File: config.mk
export PLATFORM = sky130hd
export DESIGN_NAME = lsi_host
export DESIGN_NICKNAME = d
export VERILOG_FILES = /design/src/hdl/lsi_pkg.sv /design/src/hdl/lsi_host.sv /design/src/hdl/lsi_sync.sv /design/src/hdl/lsi_tick.sv
export VERILOG_INCLUDE_DIRS = /design/src /design/src/hdl
export SDC_FILE = /design/constraint.sdc
export NUM_CORES = 1
export LEC_CHECK = 0
export ABC_AREA = 1
export BUFFER_PORTS_ARGS = -buffer_cell sky130_fd_sc_hd__buf_2
export CAP_MARGIN = 15
export CELL_PAD_IN_SITES_DETAIL_PLACEMENT = 0
export CELL_PAD_IN_SITES_GLOBAL_PLACEMENT = 1
export CORE_UTILIZATION = 38
export DETAILED_ROUTE_END_ITERATION = 7
export GPL_ROUTABILITY_DRIVEN = 0
export PLACE_DENSITY_LB_ADDON = 0.1
export SLEW_MARGIN = 20
export SYNTH_ARGS = -nofsm -noshare
export SYNTH_HDL_FRONTEND = slang
export SYNTH_SLANG_ARGS = --single-unit
export TNS_END_PERCENT = 10
File: constraint.sdc
create_clock -name clk -period 1.7 [get_ports clk]
set_input_delay 0.34 -clock clk [delete_from_list [all_inputs] [get_ports clk]]
set_output_delay 0.34 -clock clk [all_outputs]
set_load 0.01 [all_outputs]
File: src/hdl/lsi_regs.svh
// register map, field positions and timing constants of the supply-link host
`ifndef LSI_REGS_SVH
`define LSI_REGS_SVH

// register word indices on the avalon slave
`define LSI_REG_CMD     2'h0
`define LSI_REG_STAT    2'h1
`define LSI_REG_RDATA   2'h2

// command register fields
`define LSI_CMD_DATA_HI 7
`define LSI_CMD_DATA_LO 0
`define LSI_CMD_RW      8
`define LSI_CMD_ASEL    9
`define LSI_CMD_FAST    10
`define LSI_CMD_SKIP    11
`define LSI_CMD_GO      12
`define LSI_CMD_CNT_HI  15
`define LSI_CMD_CNT_LO  13

// status register fields
`define LSI_ST_BUSY     0
`define LSI_ST_NACK     1
`define LSI_ST_FREE     2
`define LSI_ST_DONE     3

// fixed upper six address bits of the device
`define LSI_ADDR_BASE   6'h04
`define LSI_RST_BYTE    8'h00
`define LSI_ACK_BIT     4'h8

// quarter-bit phases of one serial bit
`define LSI_PH_HOLD     2'h0
`define LSI_PH_SET      2'h1
`define LSI_PH_RISE     2'h2
`define LSI_PH_SAMPLE   2'h3

// bit periods in ns and their quarter counts, rounded up to stay below rate
`define LSI_CLK_NS      40
`define LSI_STD_BIT_NS  10000
`define LSI_FAST_BIT_NS 2500
`define LSI_STD_QTR  ((`LSI_STD_BIT_NS + 4*`LSI_CLK_NS - 1) / (4*`LSI_CLK_NS))
`define LSI_FAST_QTR ((`LSI_FAST_BIT_NS + 4*`LSI_CLK_NS - 1) / (4*`LSI_CLK_NS))

`endif

File: src/hdl/lsi_pkg.sv
// types shared by the supply-link host
package lsi_pkg;
	typedef enum logic [2:0] {
		LSI_IDLE  = 3'b000,
		LSI_FREE  = 3'b001,
		LSI_START = 3'b010,
		LSI_BYTE  = 3'b011,
		LSI_STOP  = 3'b100
	} lsi_state_t;
endpackage

File: src/hdl/lsi_host.sv
// host controller: avalon register slave and serial master for the supply chip
`include "lsi_regs.svh"
module lsi_host
	import lsi_pkg::*;
(
	input  wire logic        clk,
	input  wire logic        resetn,
	input  wire logic        ce,
	input  wire logic [1:0]  avs_address,
	input  wire logic        avs_read,
	input  wire logic        avs_write,
	input  wire logic [31:0] avs_writedata,
	output logic      [31:0] avs_readdata,
	output logic             avs_waitrequest,
	input  wire logic        scl_i,
	output logic             scl_o,
	output logic             scl_oe,
	input  wire logic        sda_i,
	output logic             sda_o,
	output logic             sda_oe
);
	lsi_state_t  st_r;
	logic [1:0]  ph_r;
	logic [3:0]  bitcnt_r;
	logic [7:0]  shreg_r;
	logic        rx_r;
	logic        addr_r;
	logic [2:0]  left_r;
	logic [7:0]  data_r;
	logic        rw_r;
	logic        asel_r;
	logic        fast_r;
	logic        skip_r;
	logic [2:0]  cnt_r;
	logic        go_r;
	logic        busy_r;
	logic        nack_r;
	logic        done_r;
	logic [15:0] rdata_r;
	logic        scl_s;
	logic        sda_s;
	logic        tick;
	logic        adv;
	logic        take;
	logic        ack_ok;
	logic        scl_oe_nxt;
	logic        sda_oe_nxt;
	logic [31:0] rd_nxt;
	logic        ack_end;
	logic        bit_end;
	logic        nack_seen;

	// pin inputs cross into the clk domain
	lsi_sync #(.W(2)) u_sync (
		.clk    (clk),
		.resetn (resetn),
		.ce     (ce),
		.din    ({scl_i, sda_i}),
		.dout   ({scl_s, sda_s})
	);

	// quarter-bit timing, rate from the command register
	lsi_tick u_tick (
		.clk    (clk),
		.resetn (resetn),
		.ce     (ce),
		.fast   (fast_r),
		.tick   (tick)
	);

	assign adv  = tick & ce;
	assign take = ce & ~avs_waitrequest & (avs_read | avs_write);
	// skip option accepts a missing acknowledge
	assign ack_ok  = ~sda_s | skip_r;
	assign bit_end = adv && st_r == LSI_BYTE && ph_r == `LSI_PH_SAMPLE;
	assign ack_end = bit_end && bitcnt_r == `LSI_ACK_BIT;
	assign nack_seen = ack_end && !rx_r && !ack_ok;

	// avalon handshake: one wait cycle, then a one-cycle answer
	always_ff @(posedge clk or negedge resetn) begin
		if (!resetn) begin
			avs_waitrequest <= 1'b1;
		end else if (ce) begin
			avs_waitrequest <= ~((avs_read | avs_write) & avs_waitrequest);
		end
	end

	// read mux; unmapped words read zero
	always_comb begin
		rd_nxt = 32'h0000_0000;
		case (avs_address)
			`LSI_REG_CMD: begin
				rd_nxt[`LSI_CMD_DATA_HI:`LSI_CMD_DATA_LO] = data_r;
				rd_nxt[`LSI_CMD_RW]   = rw_r;
				rd_nxt[`LSI_CMD_ASEL] = asel_r;
				rd_nxt[`LSI_CMD_FAST] = fast_r;
				rd_nxt[`LSI_CMD_SKIP] = skip_r;
				rd_nxt[`LSI_CMD_CNT_HI:`LSI_CMD_CNT_LO] = cnt_r;
			end
			`LSI_REG_STAT: begin
				rd_nxt[`LSI_ST_BUSY] = busy_r | go_r;
				rd_nxt[`LSI_ST_NACK] = nack_r;
				rd_nxt[`LSI_ST_FREE] = scl_s & sda_s;
				rd_nxt[`LSI_ST_DONE] = done_r;
			end
			`LSI_REG_RDATA: begin
				rd_nxt[15:0] = rdata_r;
			end
			default: begin
				rd_nxt = 32'h0000_0000;
			end
		endcase
	end

	// read data stands during the answer cycle
	always_ff @(posedge clk or negedge resetn) begin
		if (!resetn) begin
			avs_readdata <= 32'h0000_0000;
		end else if (ce) begin
			avs_readdata <= rd_nxt;
		end
	end

	// command register; writes while busy are dropped to keep a frame intact
	always_ff @(posedge clk or negedge resetn) begin
		if (!resetn) begin
			data_r <= `LSI_RST_BYTE;
			rw_r   <= 1'b0;
			asel_r <= 1'b0;
			fast_r <= 1'b0;
			skip_r <= 1'b0;
			cnt_r  <= 3'h0;
			go_r   <= 1'b0;
		end else if (ce) begin
			go_r <= 1'b0;
			if (take && avs_write && avs_address == `LSI_REG_CMD && !busy_r && !go_r) begin
				data_r <= avs_writedata[`LSI_CMD_DATA_HI:`LSI_CMD_DATA_LO];
				rw_r   <= avs_writedata[`LSI_CMD_RW];
				asel_r <= avs_writedata[`LSI_CMD_ASEL];
				fast_r <= avs_writedata[`LSI_CMD_FAST];
				skip_r <= avs_writedata[`LSI_CMD_SKIP];
				cnt_r  <= avs_writedata[`LSI_CMD_CNT_HI:`LSI_CMD_CNT_LO];
				go_r   <= avs_writedata[`LSI_CMD_GO];
			end
		end
	end

	// frame sequencer: wait free, start, address, data bytes, stop
	always_ff @(posedge clk or negedge resetn) begin
		if (!resetn) begin
			st_r     <= LSI_IDLE;
			ph_r     <= `LSI_PH_HOLD;
			bitcnt_r <= 4'h0;
			shreg_r  <= 8'h00;
			rx_r     <= 1'b0;
			addr_r   <= 1'b0;
			left_r   <= 3'h0;
		end else if (ce) begin
			case (st_r)
				LSI_IDLE: begin
					ph_r <= `LSI_PH_HOLD;
					if (go_r) begin
						st_r   <= LSI_FREE;
						left_r <= cnt_r;
					end
				end
				LSI_FREE: begin
					// start only on an idle bus
					if (adv && scl_s && sda_s) begin
						st_r <= LSI_START;
					end
				end
				LSI_START: begin
					if (adv) begin
						ph_r <= ph_r + 2'h1;
						if (ph_r == `LSI_PH_SAMPLE) begin
							st_r     <= LSI_BYTE;
							bitcnt_r <= 4'h0;
							shreg_r  <= {`LSI_ADDR_BASE, asel_r, rw_r};
							rx_r     <= 1'b0;
							addr_r   <= 1'b1;
						end
					end
				end
				LSI_BYTE: begin
					// a stretched clock holds the rise phase
					if (adv && !(ph_r == `LSI_PH_RISE && !scl_s)) begin
						ph_r <= ph_r + 2'h1;
					end
					// msb-first shift, ninth bit is acknowledge
					if (bit_end && bitcnt_r != `LSI_ACK_BIT) begin
						shreg_r  <= rx_r ? {shreg_r[6:0], sda_s} : {shreg_r[6:0], 1'b0};
						bitcnt_r <= bitcnt_r + 4'h1;
					end
					if (ack_end) begin
						bitcnt_r <= 4'h0;
						addr_r   <= 1'b0;
						if (nack_seen) begin
							st_r <= LSI_STOP;
						end else if (addr_r && rw_r) begin
							rx_r <= 1'b1;
						end else if (addr_r) begin
							shreg_r <= data_r;
						end else if (rx_r && left_r != 3'h0) begin
							left_r <= left_r - 3'h1;
						end else begin
							st_r <= LSI_STOP;
						end
					end
				end
				LSI_STOP: begin
					if (adv) begin
						ph_r <= ph_r + 2'h1;
						if (ph_r == `LSI_PH_SAMPLE) begin
							st_r <= LSI_IDLE;
						end
					end
				end
				default: begin
					st_r <= LSI_IDLE;
				end
			endcase
		end
	end

	// status flags and received bytes; nack and done cleared when a new frame is launched, received bytes only by reset
	always_ff @(posedge clk or negedge resetn) begin
		if (!resetn) begin
			busy_r  <= 1'b0;
			nack_r  <= 1'b0;
			done_r  <= 1'b0;
			rdata_r <= 16'h0000;
		end else if (ce) begin
			busy_r <= (st_r != LSI_IDLE) | go_r;
			if (go_r) begin
				nack_r <= 1'b0;
				done_r <= 1'b0;
			end
			if (nack_seen) begin
				nack_r <= 1'b1;
			end
			if (ack_end && rx_r) begin
				rdata_r <= {rdata_r[7:0], shreg_r};
			end
			if (adv && st_r == LSI_STOP && ph_r == `LSI_PH_SAMPLE) begin
				done_r <= 1'b1;
			end
		end
	end

	// pin drive from sequencer state; enable high pulls the line low
	always_comb begin
		scl_oe_nxt = 1'b0;
		sda_oe_nxt = sda_oe;
		case (st_r)
			LSI_IDLE, LSI_FREE: begin
				// both lines released outside a frame
				sda_oe_nxt = 1'b0;
			end
			LSI_START: begin
				// data falls while clock is high
				scl_oe_nxt = (ph_r >= `LSI_PH_RISE);
				sda_oe_nxt = (ph_r != `LSI_PH_HOLD);
			end
			LSI_BYTE: begin
				scl_oe_nxt = (ph_r <= `LSI_PH_SET);
				// data set only in the low phase
				if (ph_r == `LSI_PH_SET) begin
					if (bitcnt_r != `LSI_ACK_BIT) begin
						sda_oe_nxt = ~rx_r & ~shreg_r[7];
					end else begin
						sda_oe_nxt = rx_r & (left_r != 3'h0);
					end
				end
			end
			LSI_STOP: begin
				// data rises while clock is high
				scl_oe_nxt = (ph_r <= `LSI_PH_SET);
				if (ph_r == `LSI_PH_SET || ph_r == `LSI_PH_RISE) begin
					sda_oe_nxt = 1'b1;
				end else if (ph_r == `LSI_PH_SAMPLE) begin
					sda_oe_nxt = 1'b0;
				end
			end
			default: begin
				sda_oe_nxt = 1'b0;
			end
		endcase
	end

	// open-drain pins: data outputs stay low, only enables move
	always_ff @(posedge clk or negedge resetn) begin
		if (!resetn) begin
			scl_oe <= 1'b0;
			sda_oe <= 1'b0;
			scl_o  <= 1'b0;
			sda_o  <= 1'b0;
		end else if (ce) begin
			scl_oe <= scl_oe_nxt;
			sda_oe <= sda_oe_nxt;
			scl_o  <= 1'b0;
			sda_o  <= 1'b0;
		end
	end
endmodule

File: src/hdl/lsi_sync.sv
// two-flop synchronisers for pin inputs
module lsi_sync #(
	parameter int W = 2
) (
	input  wire logic         clk,
	input  wire logic         resetn,
	input  wire logic         ce,
	input  wire logic [W-1:0] din,
	output logic      [W-1:0] dout
);
	// first stage is read only by the second; lines idle high
	for (genvar i = 0; i < W; i++) begin : g_bit
		logic meta_r;
		always_ff @(posedge clk or negedge resetn) begin
			if (!resetn) begin
				meta_r  <= 1'b1;
				dout[i] <= 1'b1;
			end else if (ce) begin
				meta_r  <= din[i];
				dout[i] <= meta_r;
			end
		end
	end
endmodule

File: src/hdl/lsi_tick.sv
// quarter-bit tick generator for the serial clock
`include "lsi_regs.svh"
module lsi_tick (
	input  wire logic clk,
	input  wire logic resetn,
	input  wire logic ce,
	input  wire logic fast,
	output logic      tick
);
	logic [6:0] cnt_r;
	logic [6:0] last;

	assign last = fast ? 7'(`LSI_FAST_QTR - 1) : 7'(`LSI_STD_QTR - 1);

	// free-running divider, one-cycle tick at wrap
	always_ff @(posedge clk or negedge resetn) begin
		if (!resetn) begin
			cnt_r <= 7'h00;
			tick  <= 1'b0;
		end else if (ce) begin
			if (cnt_r >= last) begin
				cnt_r <= 7'h00;
				tick  <= 1'b1;
			end else begin
				cnt_r <= cnt_r + 7'h01;
				tick  <= 1'b0;
			end
		end
	end
endmodule

==> metrics.cfg <==
[outcome]
outcome = finished clean

[global_route]
antenna_found_initial = 0
grt_usage = 0.199
grt-ovfl-total = 0
grt_pass1_vias = 3806
grt_pass1_wl_um = 19600
grt_max_degree = 52

[routing]
dr_total_vias = 3914
ant_nets = 0
drt_iter0_drc = 260
drc = 0
wl_per_cell_um = 14.7
wirelength_um = 11800
dr.pass1.iters = 6
vias_per_cell = 4.89

[setup_path]
r2r-start = bitcnt_r[1]$_DFFE_PN0P_
worstPathRequired_ps = 1940
crit_arrival_ps = 1880
crit_end = rdata_r[8]$_DFFE_PN0P_
worstPathMaxFanout = 13
r2r_slack_ps = 60
crit_path_end_kind = flop
r2r-end = rdata_r[8]$_DFFE_PN0P_
crit_path_start = bitcnt_r[1]$_DFFE_PN0P_
reg2regPathDepth = 8
critPathLaunchType = flop
path_class = reg2reg

[yosys]
synth_warnings = 0
ys_seq_elements = 88
synth_area_per_cell_um2 = 8.08
synth_cell_types = 36
syn_area_um2 = 4680
synth_cells = 579
synth_seq_area_share = 0.472

[timing]
fin_crit_sh = 0.964
hold_viol = 0
clock_skew_ps = 6.81
fin_ws_ps = 61.1
fmax_ghz = 0.610
drv_slew = 0
holdWs_ps = 192
finalSetupTns_ps = 0
fin_crit_ps = 1640
setup_viol = 0

[power]
p_sw_uw = 2670
power_frac_comb = 0.301
p_seq_frac = 0.406
leakagePower_uw = 0.00282
powerDensity_nw_per_um2 = 1330
peakVddDrop_mv = 0.566
internal_power_uw = 4740
switching_share = 0.360
clkPwrFrac = 0.294

[job]
maxCapViolCount = 0

[hold_path]
hold_class = in2reg

[floorplanning]
fp.dieArea_um2 = 12800
coreArea_um2 = 12000
fp-row-count = 40
start_util = 0.389
die_h_um = 113
die_w_um = 113
io_pins = 78

[cells_and_area]
drive_gt1_frac = 0.213
utilization = 0.464
nNetsFinal = 701
syn_to_final_growth_pct = 19.2
final_cell_mix = nand2_1, dfrtp_1, inv_1
n_antenna_cell = 0
final_common_cell = nand2_1

[clocking]
cts_sinks = 88
clock_path_buffers = 2
h-tree-depth = 3
clk_transition_reported_paths_ps = 70
clock_latency_ps = 350
cts-buffers-inserted = 9
clockRootBuffer = clkbuf_16
cts_tree = yes

[placement]
place.detailed.hpwl_um = 8500
dp_slack_ps = -28.2
io_buffers = 43

how the worst min path moves through the flow:
stage | cells past startpoint | slack, ps | endpoint | start
after CTS | 3 | 190 | u_sync.g_bit[1].meta_r$_DFFE_PN1P_ | scl_i
after floorplan | 0 | 40 | addr_r$_DFFE_PN0P_ | resetn
final | 3 | 190 | u_sync.g_bit[1].meta_r$_DFFE_PN1P_ | scl_i
after global placement | 1 | 190 | u_tick.cnt_r[6]$_DFFE_PN0P_ | resetn
after detailed placement | 1 | 190 | u_tick.cnt_r[6]$_DFFE_PN0P_ | resetn
after global routing | 3 | 200 | cnt_r[1]$_DFFE_PN0P_ | avs_writedata[14]
synthesized netlist by cell type:
cell	n	share of area
o21ai_0	43	0.046
nand2_4	2	0.0048
nor2_1	39	0.031
o21ai_2	10	0.019
nand3b_1	1	0.0016
dfrtp_1	83	0.44
a21oi_2	1	0.0019
a31oi_1	3	0.0040
nand3_2	5	0.011
ha_1	12	0.032
clkbuf_1	5	0.0040
nor3_1	5	0.0053
conb_1	1	0.00080
clkbuf_8	1	0.0029
buf_2	5	0.0053
or2_2	2	0.0027
o211ai_1	2	0.0032
nand2_2	1	0.0013
nor3_4	1	0.0035
o21ai_1	1	0.0011
nand4_1	3	0.0040
xnor2_1	1	0.0019
nor2_4	2	0.0048
nand3_1	44	0.047
nand3_4	2	0.0075
nand2_1	175	0.14
a22o_1	1	0.0019
inv_2	1	0.00080
nor2_2	2	0.0027
a21oi_1	28	0.030
inv_1	59	0.047
xor2_1	4	0.0075
buf_6	6	0.014
o22ai_1	3	0.0040
buf_4	20	0.032
dfstp_2	5	0.028
routing by layer:
metal | part of all wire | GRT usage | vias to the layer above
li1 | - | - | 1965
met1 | 0.50 | 0.289 | 1848
met2 | 0.45 | 0.304 | 89
met3 | 0.040 | 0.0279 | 12
met4 | 0.016 | 0.0737 | 0
met5 | 0 | 0 | -
per-stage QoR:
stage / total power [uW] / area, um^2 / std cells
floorplan: 4380 / 4740 / 596
global placement: 5080 / 5130 / 779
detailed placement: 5120 / 5130 / 779
CTS: 7350 / 5480 / 796
global route: 7950 / 5580 / 800
finish: 7410 / 5580 / 800
state kept, by name, summed over array words and instances (netlist names), 3 cells and up:
signal,flops
shreg_r,8
data_r,8
left_r,3
avs_readdata,16
rdata_r,16
bitcnt_r,4
st_r,3
cnt_r,3
u_tick.cnt_r,7
what timing repair did:
item | in CTS | in global routing
hold buffers | 1 | 0
cloned | 0 | 1
endpoints found under the hold margin | 7 | 0
pin swaps | 0 | 5
endpoints found under the setup margin | 4 | 36
gates resized for setup | 3 | 18
setup buffers | 0 | 3
logic make-up after synthesis:
kind of cell | count (synthesis) | share of synthesized area
AND/OR/NAND/NOR | 284 | 0.268
AO/OA/AOI/OAI | 92 | 0.111
XOR/XNOR | 5 | 0.00936
adder cells (fa/ha/maj) | 12 | 0.0321
other | 1 | 0.000802
flip-flops | 88 | 0.472
buffers and inverters | 97 | 0.107
cell type report:
type                            count  area [um^2]
Clock inverter                      6         92.6
Inverter                           60          225
Clock buffer                       10          229
Sequential cell                    88         2210
Multi-Input combinational cell    412         2110
Timing Repair Buffer               77          524
Fill cell                        1228         6430
Tap cell                          147          184
worst max-delay path, stage by stage, from the launching register on:
cell and delay (ps):
dfrtp_1 390, inv_1 90, ha_2 200, nand3_4 130, nor3_4 280, buf_6 190
nand2_8 120, nand2_1 90, nand2_1 50
power by group through the flow:
stage	clock network (uW)	registers [uW]	logic, uW
global route	2300	3070	2590
CTS	2220	3000	2130
finish	2180	3000	2230
global placement	0	3020	2060
detailed placement	0	3030	2090
floorplan	0	2940	1440
Note: power is estimated with default switching activity, not from simulation.
